`config.mk`:
```
export PLATFORM = sky130hd
export DESIGN_NAME = erw_ready_wait
export DESIGN_NICKNAME = d
export VERILOG_FILES = /design/src/erw_pkg.sv /design/src/erw_ready_wait.sv
export SDC_FILE = /design/constraint.sdc
export NUM_CORES = 1
export LEC_CHECK = 0
export BUFFER_PORTS_ARGS = -buffer_cell sky130_fd_sc_hd__buf_4
export CORE_MARGIN = 2
export CORE_UTILIZATION = 30
export CTS_BUF_LIST = sky130_fd_sc_hd__clkbuf_16
export DETAILED_ROUTE_END_ITERATION = 6
export SETUP_SLACK_MARGIN = 0.4
export SKIP_CTS_REPAIR_TIMING = 1
export SLEW_MARGIN = 40
export SYNTH_ARGS = -nofsm -noshare
export SYNTH_HDL_FRONTEND = slang
export SYNTH_SLANG_ARGS = --single-unit
```
`constraint.sdc`:
```
create_clock -name clk_i -period 4.35 [get_ports clk_i]
set_clock_uncertainty 0.1 [all_clocks]
set_input_delay 0.6525 -clock clk_i [delete_from_list [all_inputs] [get_ports clk_i]]
set_output_delay 0.6525 -clock clk_i [all_outputs]
set_load 0.02 [all_outputs]
```
`src/erw_pkg.sv`:
```
`default_nettype none
package erw_pkg;
    // Register byte offsets
    localparam logic [3:0] TIMING_OFS = 4'h0;
    localparam logic [3:0] ACCESS_OFS = 4'h4;
    localparam logic [3:0] STATUS_OFS = 4'h8;
    localparam logic [3:0] DATA_OFS = 4'hc;
    // Timing register fields
    localparam int LEAD_RD_POS = 0;
    localparam int ACT_RD_POS = 4;
    localparam int TRAIL_RD_POS = 8;
    localparam int LEAD_WR_POS = 12;
    localparam int ACT_WR_POS = 16;
    localparam int TRAIL_WR_POS = 20;
    localparam int READY_EN_POS = 24;
    localparam int READY_MODE_POS = 25;
    localparam int DOUBLE_SEL_POS = 26;
    localparam logic [31:0] TIMING_RST = 32'h0000_0000;
    localparam logic [31:0] ACCESS_RST = 32'h0000_0000;
    // Access register: bit 31 write direction, low bits address
    localparam int ACC_DIR_POS = 31;
    localparam int ASYNC_REF_SUB = 2;
    // Timing to system clock period ratio; TICK_DIV is unused, the tick comes from iface_timing_clock_i
    localparam int TIM_PERIOD_NS = 20;
    localparam int CLK_PERIOD_NS = 10;
    localparam int TICK_DIV = TIM_PERIOD_NS / CLK_PERIOD_NS;

    typedef enum logic [2:0] {
        ST_IDLE = 3'b000,
        ST_ALIGN = 3'b001,
        ST_LEAD = 3'b010,
        ST_ACTIVE = 3'b011,
        ST_WAIT = 3'b100,
        ST_TRAIL = 3'b101
    } erw_state_type;

    typedef struct packed {
        logic cs_n;
        logic rd_n;
        logic we_n;
        logic rnw;
    } erw_strobe_type;
endpackage
`default_nettype wire

```
`src/erw_ready_wait.sv`:
```
// Functional notes
// - Double mode: lead phase starts on rising bus clock, else one alignment cycle first.
// - All strobes and controls inactive during alignment cycles.
// - Address outputs hold last presented address during inactive cycles.
// - Synchronous mode: first ready sample at lead plus active periods.
// - Asynchronous mode: first ready sample at lead plus active minus two.
// - Synchronous: complete on ready high, else resample every period.
// - Asynchronous: complete on first high sample, resample each period.
// - Ready disabled: ignore ready, use programmed lead, active, trail only.
`timescale 1ns/1ps
`default_nettype none
module erw_ready_wait #(
    parameter int ADDR_W = 19,
    parameter int DATA_W = 16
) (
    input wire logic clk_i,
    input wire logic rstn_i,
    input wire logic [3:0] avs_address_i,
    input wire logic avs_read_i,
    input wire logic avs_write_i,
    input wire logic [31:0] avs_writedata_i,
    output logic [31:0] avs_readdata_o,
    output logic avs_waitrequest_o,
    input wire logic ext_ready_in_i,
    input wire logic iface_timing_clock_i,
    input wire logic [DATA_W-1:0] ext_data_i,
    output logic [DATA_W-1:0] ext_data_o,
    output logic ext_data_oe_o,
    output logic bus_clock_out_o,
    output logic [ADDR_W-1:0] ext_addr_out_o,
    output erw_pkg::erw_strobe_type strobe_o
);
    // ----------------------------------------
    // Input synchronisers
    // ----------------------------------------
    logic [1:0] rdy_sync_q, rdy_sync_d;
    logic [1:0] tclk_sync_q, tclk_sync_d;
    logic tclk_last_q, tclk_last_d;
    logic tick;

    always_comb begin
        rdy_sync_d = {rdy_sync_q[0], ext_ready_in_i};
        tclk_sync_d = {tclk_sync_q[0], iface_timing_clock_i};
        tclk_last_d = tclk_sync_q[1];
    end

    always_ff @(posedge clk_i or negedge rstn_i) begin
        if (!rstn_i) begin
            rdy_sync_q <= 2'h0;
            tclk_sync_q <= 2'h0;
            tclk_last_q <= 1'b0;
        end else begin
            rdy_sync_q <= rdy_sync_d;
            tclk_sync_q <= tclk_sync_d;
            tclk_last_q <= tclk_last_d;
        end
    end

    // Rising edge of the timing clock is the tick every counter steps on
    assign tick = tclk_sync_q[1] & ~tclk_last_q;

    // ----------------------------------------
    // Registers and access engine
    // ----------------------------------------
    logic [31:0] timing_q, timing_d;
    logic [ADDR_W-1:0] addr_q, addr_d;
    logic [DATA_W-1:0] wdata_q, wdata_d;
    logic [DATA_W-1:0] rdata_q, rdata_d;
    logic dir_wr_q, dir_wr_d;
    logic pend_q, pend_d;
    logic phase_q, phase_d;
    logic [3:0] cnt_q, cnt_d;
    logic [4:0] elapsed_q, elapsed_d;
    logic [31:0] rd_q, rd_d;
    logic ack_q, ack_d;
    erw_pkg::erw_state_type state_q, state_d;
    erw_pkg::erw_strobe_type strb_q, strb_d;

    logic [3:0] lead_c, act_c, trail_c;
    logic rdy_en, rdy_async, dbl;
    logic [4:0] first_sample;
    logic busy;
    logic fin;

    always_comb begin
        rdy_en = timing_q[erw_pkg::READY_EN_POS];
        rdy_async = timing_q[erw_pkg::READY_MODE_POS];
        dbl = timing_q[erw_pkg::DOUBLE_SEL_POS];
        if (dir_wr_q) begin
            lead_c = timing_q[erw_pkg::LEAD_WR_POS +: 4];
            act_c = timing_q[erw_pkg::ACT_WR_POS +: 4];
            trail_c = timing_q[erw_pkg::TRAIL_WR_POS +: 4];
        end else begin
            lead_c = timing_q[erw_pkg::LEAD_RD_POS +: 4];
            act_c = timing_q[erw_pkg::ACT_RD_POS +: 4];
            trail_c = timing_q[erw_pkg::TRAIL_RD_POS +: 4];
        end
        if (rdy_async) begin
            first_sample = 5'({1'b0, lead_c} + {1'b0, act_c} - 5'(erw_pkg::ASYNC_REF_SUB));
        end else begin
            first_sample = 5'({1'b0, lead_c} + {1'b0, act_c});
        end
        busy = pend_q | (state_q != erw_pkg::ST_IDLE);
    end

    always_comb begin
        timing_d = timing_q;
        addr_d = addr_q;
        wdata_d = wdata_q;
        rdata_d = rdata_q;
        dir_wr_d = dir_wr_q;
        pend_d = pend_q;
        phase_d = phase_q;
        cnt_d = cnt_q;
        elapsed_d = elapsed_q;
        state_d = state_q;
        strb_d = strb_q;
        rd_d = rd_q;
        ack_d = 1'b0;
        fin = 1'b0;

        // ----------------------------------------
        // Avalon slave
        // ----------------------------------------
        // One wait cycle, then ack; busy access register stalls
        if ((avs_read_i | avs_write_i) && !ack_q) begin
            if (avs_write_i) begin
                // Access register refused until the engine is idle
                ack_d = (avs_address_i != erw_pkg::ACCESS_OFS) || !busy;
            end else begin
                ack_d = 1'b1;
                unique case (avs_address_i)
                    erw_pkg::TIMING_OFS: rd_d = timing_q;
                    erw_pkg::ACCESS_OFS: rd_d = {dir_wr_q, {(31-ADDR_W){1'b0}}, addr_q};
                    erw_pkg::STATUS_OFS: rd_d = {28'h0, 1'b0, state_q};
                    erw_pkg::DATA_OFS: rd_d = {{(32-DATA_W){1'b0}}, rdata_q};
                    default: rd_d = 32'h0000_0000;
                endcase
            end
        end

        // Write lands at the edge where the master sees waitrequest low
        if (avs_write_i && ack_q) begin
            unique case (avs_address_i)
                erw_pkg::TIMING_OFS: begin
                    timing_d = avs_writedata_i;
                end
                erw_pkg::ACCESS_OFS: begin
                    addr_d = avs_writedata_i[ADDR_W-1:0];
                    dir_wr_d = avs_writedata_i[erw_pkg::ACC_DIR_POS];
                    pend_d = 1'b1;
                end
                erw_pkg::DATA_OFS: begin
                    wdata_d = avs_writedata_i[DATA_W-1:0];
                end
                default: begin
                    // Unmapped write is acknowledged and dropped
                    fin = 1'b0;
                end
            endcase
        end

        // ----------------------------------------
        // Access sequencing
        // ----------------------------------------
        if (tick) begin
            // Bus clock is held high, or half the timing clock when doubled
            phase_d = dbl ? ~phase_q : 1'b1;
            if (state_q != erw_pkg::ST_IDLE) begin
                elapsed_d = elapsed_q + 5'h1;
            end
            unique case (state_q)
                erw_pkg::ST_IDLE: begin
                    if (pend_q) begin
                        pend_d = 1'b0;
                        elapsed_d = 5'h0;
                        if (dbl && phase_q) begin
                            state_d = erw_pkg::ST_ALIGN;
                            strb_d = '{cs_n: 1'b1, rd_n: 1'b1, we_n: 1'b1, rnw: 1'b1};
                        end else begin
                            state_d = erw_pkg::ST_LEAD;
                            cnt_d = lead_c;
                            strb_d = '{cs_n: 1'b0, rd_n: 1'b1, we_n: 1'b1, rnw: ~dir_wr_q};
                        end
                    end
                end
                erw_pkg::ST_ALIGN: begin
                    elapsed_d = 5'h0;
                    state_d = erw_pkg::ST_LEAD;
                    cnt_d = lead_c;
                    strb_d = '{cs_n: 1'b0, rd_n: 1'b1, we_n: 1'b1, rnw: ~dir_wr_q};
                end
                erw_pkg::ST_LEAD: begin
                    if (cnt_q <= 4'h1) begin
                        state_d = erw_pkg::ST_ACTIVE;
                        cnt_d = act_c;
                        strb_d.rd_n = dir_wr_q;
                        strb_d.we_n = ~dir_wr_q;
                    end else begin
                        cnt_d = cnt_q - 4'h1;
                    end
                end
                erw_pkg::ST_ACTIVE: begin
                    if (!rdy_en) begin
                        if (cnt_q <= 4'h1) begin
                            fin = 1'b1;
                        end else begin
                            cnt_d = cnt_q - 4'h1;
                        end
                    end else if (elapsed_q + 5'h1 >= first_sample) begin
                        // first sample taken at this tick
                        if (rdy_sync_q[1]) begin
                            fin = 1'b1;
                        end else begin
                            state_d = erw_pkg::ST_WAIT;
                        end
                    end
                end
                erw_pkg::ST_WAIT: begin
                    // partner keeps ready high once raised
                    if (rdy_sync_q[1]) begin
                        fin = 1'b1;
                    end
                end
                erw_pkg::ST_TRAIL: begin
                    // Trail of zero still costs one period before release
                    if (cnt_q <= 4'h1) begin
                        state_d = erw_pkg::ST_IDLE;
                        strb_d = '{cs_n: 1'b1, rd_n: 1'b1, we_n: 1'b1, rnw: 1'b1};
                    end else begin
                        cnt_d = cnt_q - 4'h1;
                    end
                end
                default: state_d = erw_pkg::ST_IDLE;
            endcase
            // End of active phase: strobes rise on the completing tick
            if (fin) begin
                state_d = erw_pkg::ST_TRAIL;
                rdata_d = dir_wr_q ? rdata_q : ext_data_i;
                strb_d.rd_n = 1'b1;
                strb_d.we_n = 1'b1;
                cnt_d = trail_c;
            end
        end
    end

    always_ff @(posedge clk_i or negedge rstn_i) begin
        if (!rstn_i) begin
            timing_q <= erw_pkg::TIMING_RST;
            addr_q <= '0;
            wdata_q <= '0;
            rdata_q <= '0;
            dir_wr_q <= 1'b0;
            pend_q <= 1'b0;
            phase_q <= 1'b0;
            cnt_q <= 4'h0;
            elapsed_q <= 5'h0;
            state_q <= erw_pkg::ST_IDLE;
            strb_q <= '{cs_n: 1'b1, rd_n: 1'b1, we_n: 1'b1, rnw: 1'b1};
            rd_q <= 32'h0000_0000;
            ack_q <= 1'b0;
        end else begin
            timing_q <= timing_d;
            addr_q <= addr_d;
            wdata_q <= wdata_d;
            rdata_q <= rdata_d;
            dir_wr_q <= dir_wr_d;
            pend_q <= pend_d;
            phase_q <= phase_d;
            cnt_q <= cnt_d;
            elapsed_q <= elapsed_d;
            state_q <= state_d;
            strb_q <= strb_d;
            rd_q <= rd_d;
            ack_q <= ack_d;
        end
    end

    // ----------------------------------------
    // Outputs
    // ----------------------------------------
    assign avs_readdata_o = rd_q;
    assign avs_waitrequest_o = (avs_read_i | avs_write_i) & ~ack_q;
    assign bus_clock_out_o = phase_q;
    assign ext_addr_out_o = addr_q;
    assign ext_data_o = wdata_q;
    assign ext_data_oe_o = ~strb_q.we_n;
    assign strobe_o = strb_q;
endmodule
`default_nettype wire

```
* Word-level counts from Yosys, hierarchy flattened *
Cells that the tools add are included.
W data, S select, Z words.

word-level totals
  register bits = 140
  input port bits = 58
  output and inout port bits = 74
  logic and storage cells = 122

cells by class
  $add $sub $neg = 4
  order comparisons = 2
  equality and inequality tests = 20
  muxes and demuxes = 46
  bitwise operators = 10
  reduce and logical (&&, ||, !) cells = 21

operator list
  operator               count
  $pmux W32 S4           1
  $mux W4                12
  $ne A3 B3 Y1 const B   8
  $mux W3                7
  $pmux W4 S5            1
  $pmux W3 S6            1
  $mux W5                3
  $mux W1                13
  $pmux W5 S2            1
  $reduce_and A5 Y1      2
  $eq A4 B4 Y1 const B   2
  $pmux W2 S4            1
  $reduce_and A2 Y1      4
  $reduce_and A8 Y1      1
  $eq A3 B2 Y1 const B   2
  $eq A3 B3 Y1 const B   2
  $mux W2                3
  $ne A2 B2 Y1 const B   3
  $not A1 Y1             6
  $pmux W1 S3            2
  $reduce_bool A3 Y1     2
  $reduce_bool A6 Y1     1
  $add A4 B4 Y5          1
  $add A5 B1 Y5 const B  1
  other kinds (18)       23

* Longest topological paths before layout *
  word-level depth = 11
  depth in mapped cells = 17
  gate-level depth less buffers = 15

* Least setup slack after synthesis *
No wires, ideal clock.

  path type = register to register
  start = reg dir_wr_q
  end = reg strb_q, in the netlist strobe_o[1]
  setup time = 82 ps
  arrival = 3,701 ps
  data required time = 4,168 ps
  slack = 467 ps
  stages on the path, launching flop included = 17
  clock period less this slack = 3,883 ps
  path through = dfrtp_1 -> buf_2 -> mux2_2 -> ha_1 -> fa_1 -> xor2_1 -> inv_1 -> ha_1 -> nand2_1 -> o21ai_0 -> ha_1 -> a21oi_1 -> o21ai_0 -> a31oi_1 -> a21oi_4 -> o21ai_0 -> mux2_2

on the way
  cells in the longest elaborated chain, start to end = 11
  elaborated cells between the ends (all ways) = 19
  classes of those cells = 2 x add/sub; 1 x order compare; 3 x eq/ne; 10 x mux; 1 x bitwise; 2 x reduce/logical

ends and longest elaborated chain
  element                                                              line                                         text
  from (decl)                                                          erw_ready_wait.sv:69                         logic dir_wr_q, dir_wr_d;
  from (signal assigned)                                               erw_ready_wait.sv:267                        dir_wr_q <= dir_wr_d;
  $mux W4                                                              erw_ready_wait.sv:89                         if (dir_wr_q) begin
  $add A4 B4 Y5                                                        erw_ready_wait.sv:99, erw_ready_wait.sv:101
  $sub A5 B2 Y5                                                        erw_ready_wait.sv:99                         first_sample = 5'({1'b0, lead_c} + {1'b0, act_c} - 5'(erw_pkg::ASYNC_REF_SUB));
  $mux W5                                                              erw_ready_wait.sv:98                         if (rdy_async) begin
  $ge A5 B5 Y1                                                         erw_ready_wait.sv:210                        end else if (elapsed_q + 5'h1 >= first_sample) begin
  $mux W1                                                              erw_ready_wait.sv:210
  $mux W1                                                              erw_ready_wait.sv:204                        if (!rdy_en) begin
  $pmux W1 S2                                                          erw_ready_wait.sv:172                        unique case (state_q)
  $mux W1                                                              erw_ready_wait.sv:166                        if (tick) begin
  $ne A3 B3 Y1 (no source line) or $reduce_bool A5 Y1 (tied branches)  -
  $reduce_and A5 Y1 (no source line)                                   -
  to (signal assigned)                                                 erw_ready_wait.sv:259                        strb_q <= '{cs_n: 1'b1, rd_n: 1'b1, we_n: 1'b1, rnw: 1'b1};
  to (signal assigned)                                                 erw_ready_wait.sv:273                        strb_q <= strb_d;
  to (decl)                                                            erw_ready_wait.sv:77                         erw_pkg::erw_strobe_type strb_q, strb_d;

Several ways; a longest one is shown, not always the timed one. The select of a mux whose other input is x is not followed.
A chain may end at the register's enable or synchronous reset.

* Final worst setup path *
  start = reg dir_wr_q
  end = reg rdata_q[1]

on the way
  cells in the longest elaborated chain, start to end = 10
  elaborated cells between the ends (all ways) = 12
  classes of those cells = 2 x add/sub; 1 x order compare; 7 x mux; 1 x bitwise; 1 x reduce/logical

ends and longest elaborated chain
  element                               line                                         text
  $mux W4                               erw_ready_wait.sv:89
  $add A4 B4 Y5                         erw_ready_wait.sv:99, erw_ready_wait.sv:101
  $sub A5 B2 Y5                         erw_ready_wait.sv:99
  $mux W5                               erw_ready_wait.sv:98
  $ge A5 B5 Y1                          erw_ready_wait.sv:210
  $mux W1                               erw_ready_wait.sv:210
  $mux W1                               erw_ready_wait.sv:204
  $pmux W1 S2                           erw_ready_wait.sv:172
  $mux W1                               erw_ready_wait.sv:166
  $reduce_and A3 Y1 (no source line) *  -
  to (signal assigned)                  erw_ready_wait.sv:266                        rdata_q <= rdata_d;
  to (decl)                             erw_ready_wait.sv:68                         logic [DATA_W-1:0] rdata_q, rdata_d;

Mark *: on every way between the ends. The rest lies on a longest branch, timed or not. The select of a mux whose other input is x is not followed.

==> flow_metrics.tcl <==
set metrics [dict create \
    synthCells 567 \
    cts_buffers 17 \
    clkSinkCount 140 \
    r2r_slack_ns 0.52 \
    dr.pass1.iters 4 \
    period_needed_ns 3.83 \
    rr_worst_depth 16 \
    place_area_um2 7890 \
    synth_area_leaders "dfrtp_1, mux2_2, mux2i_1, o21ai_0, nand2_1" \
    fin_nets 775 \
    ys_warn_count 0 \
    grt_max_degree 87 \
    startpoint_type "flip-flop" \
    endpoint "rdata_q[1]$_DFFE_PN0P_" \
    initial_utilization 0.305 \
    fill_cells 2138 \
    worstSkewPairLatency_ns 0.42 \
    reg2reg_from "dir_wr_q$_DFFE_PN0P_" \
    crit_fanout 8 \
    drt_wl_total_mm 18.3 \
    multi_input_area_um2 3020 \
    cts_root_buf "clkbuf_16" \
    io_pins 132 \
    worstHoldPathType "in2async" \
    antenna_found_initial 0 \
    crit_buf_inv 2 \
    critPathCaptureType "flip-flop" \
    cts_buffer_depth 2 \
    crit_path_start "dir_wr_q$_DFFE_PN0P_" \
    max_freq_ghz 0.261 \
    vias 4848 \
    cp_top_family "adder cells" \
    ys_types 57 \
    ant_nets 0 \
    synth_edf_count 0 \
    slowest_delay_ns 0.46 \
    n_antenna_cell 0 \
    first_global_vias 4939 \
    finalHoldViolCount 0 \
    drt_drc_violations_left 0 \
    maxCapViolations 0 \
    setup_tns_ns 0 \
    vias_per_cell 4.87 \
    cts-htree-levels 4 \
    status "finished, final reports clean" \
    postLayoutCellArea_um2 8580 \
    cp_data_arrival_time_ns 4.04 \
    worst_path_max_delay_cell "dfrtp_2" \
    dieArea_um2 23300 \
    overflow 0 \
    drive_above_1_share 0.407 \
    relSlewSlack 0.458 \
    yosysTopAreaCell "dfrtp_1" \
    area_growth_pct 29.3 \
    dp_hpwl_mm 12.9 \
    worst_pin_slew_ns 0.813 \
    synthArstFlopShare 1.00 \
    worstPathRequired_ns 4.56 \
    synth-seq-area-share 0.529 \
    chipWidth_um 153 \
    clk_pin_slew_ns 0.06 \
    rsz0062_at_grt "false" \
    cts_tree "done" \
    rr_endpoint "rdata_q[1]$_DFFE_PN0P_" \
    num_rows 54 \
    grt_usage 0.158 \
    path_cells "mux2_4 -> ha_2 -> fa_2 -> xor2_2 -> inv_1 -> ha_1 -> nand2_1 -> o21ai_1 -> ha_1 -> nand2_1 -> o21ai_2 -> a31oi_4 -> a21oi_4 -> buf_12 -> nand2_8 -> mux2_4" \
    drtIter0Drc 229 \
    core_area_um2 21800 \
    worstSetupPathType "reg2reg" \
    power_w 0.00506 \
    place_inst 957 \
    dieHeight_um 153 \
    ys.flop_type "dfrtp_1" \
    synth_top_area_frac 0.513 \
    syn_nets 639 \
    gp_congestion 0.882 \
    syn_area_um2 6630 \
    syn_avg_cell_area_um2 11.7 \
    fin_crit_sh 0.881 \
    vdd_drop_max_mv 0.294 \
    power_leakage_nw 4.02 \
    final-setup-viol-count 0 \
    cp.depth 16 \
    grt_pass1_wl_mm 28.5 \
    slew_violations 0 \
    stdcell_count 995 \
    synth-seq-cells 140 \
    seqCellArea_um2 3510 \
    port_buffers 131 \
    wl_per_cell_um 18.4 \
    p_per_area_nw_per_um2 590 \
]
final cells by class:
cell class,instances,share of cell area
inverters,10,0.00438
clock buffers,17,0.0496
multi-input cells,388,0.352
clock inverters,14,0.0123
flip-flops and latches,140,0.409
well taps,280,0.0409
repair buffers,146,0.131
synth_stat cells (all sizes together), types with 2 or more instances:
library cell  instances
a311oi                2
a21oi                31
mux2                 96
buf                  16
inv                  10
mux2i                25
a31oi                 7
ha                   13
xor2                  6
a22oi                 5
o21ai                48
nor3                  4
or3                   3
a21o                  4
nor2                 34
nor2b                 5
nand2b                2
dfstp                 4
o31ai                 2
xnor2                 4
and3                  3
nand2                64
nand3                 3
a222oi                2
o41ai                 2
clkbuf               14
dfrtp               136
how the worst min path moves through the flow:
stage,endpoint,slack [ns],cells after the start
3_3_place_gp,tclk_sync_q[1]$_DFF_PN0_,0.23,0
4_1_cts,rdy_sync_q[0]$_DFF_PN0_,0.23,1
2_1_floorplan,rdy_sync_q[1]$_DFF_PN0_,0.23,0
5_1_grt,rdy_sync_q[0]$_DFF_PN0_,0.23,1
3_5_place_dp,tclk_sync_q[1]$_DFF_PN0_,0.24,0
6_report,ext_data_o[10]$_DFFE_PN0P_,0.19,1
worst reg2reg max path, cell delays in order (launching register included):
cell and delay (ns):
dfrtp_2 0.46, mux2_4 0.33, ha_2 0.21, fa_2 0.38
xor2_2 0.17, inv_1 0.06, ha_1 0.28, nand2_1 0.07
o21ai_1 0.07, ha_1 0.31, nand2_1 0.06, o21ai_2 0.18
a31oi_4 0.13, a21oi_4 0.29, buf_12 0.17, nand2_8 0.10
mux2_4 0.34
power breakdown:
group | leakage (nW) | internal (W) | switching [W] | total [W]
Sequential | 1.79 | 0.00162 | 0.000315 | 0.00194
Combinational | 1.98 | 0.000891 | 0.000895 | 0.00179
Clock | 0.250 | 0.000771 | 0.000564 | 0.00133
layer usage:
layer  wire length (um)  GRT usage
met5                  0          0
met1               8640      0.216
met4                320     0.0591
met3                816     0.0338
met2               8560      0.247
flip-flops by register name (all words and copies together), names as in the netlist, 2 cells and up:
| name | flops |
|---|---|
| ext_addr_out_o | 19 |
| strobe_o | 4 |
| state_q | 3 |
| rdata_q | 16 |
| ext_data_o | 16 |
| rdy_sync_q | 2 |
| timing_q | 32 |
| cnt_q | 4 |
| tclk_sync_q | 2 |
| avs_readdata_o | 32 |
| elapsed_q | 5 |
stage by stage:
step / worst slack [ns] / utilization / hold WS [ns]
final: 0.517 / 0.394 / 0.191
after global routing: 0.346 / 0.394 / 0.231
after floorplan: 0.467 / - / 0.231
after global placement: 0.266 / 0.363 / 0.233
after CTS: 0.162 / 0.387 / 0.227
after detailed placement: 0.185 / 0.363 / 0.236
cells by family (layout without fill, tap and decap cells):
logic type | after synthesis | after routing | synth area share
buffers and inverters | 40 | 187 | 0.0285
AO/OA/AOI/OAI | 113 | 113 | 0.105
adder cells (fa/ha/maj) | 14 | 14 | 0.0275
AND/OR/NAND/NOR | 128 | 129 | 0.0873
multiplexers | 122 | 122 | 0.210
flip-flops | 140 | 140 | 0.529
XOR/XNOR | 10 | 10 | 0.0132
cells in the final DEF (no fill, tap or decap), types with 5 or more instances in the layout:
master     Yosys  layout
a31oi_1        7       6
clkbuf_16      0      17
buf_4          2     142
mux2_4        10      12
o21ai_0       48      45
nor2_1        34      34
nand2_1       63      63
mux2_2        86      84
nor2b_1        5       5
dfrtp_1      136     135
xor2_1         6       5
a21oi_1       30      29
mux2i_1       25      25
clkinv_1       0       5
ha_1          13      11
inv_1         10      11
Note: power is estimated with default switching activity, not from simulation.
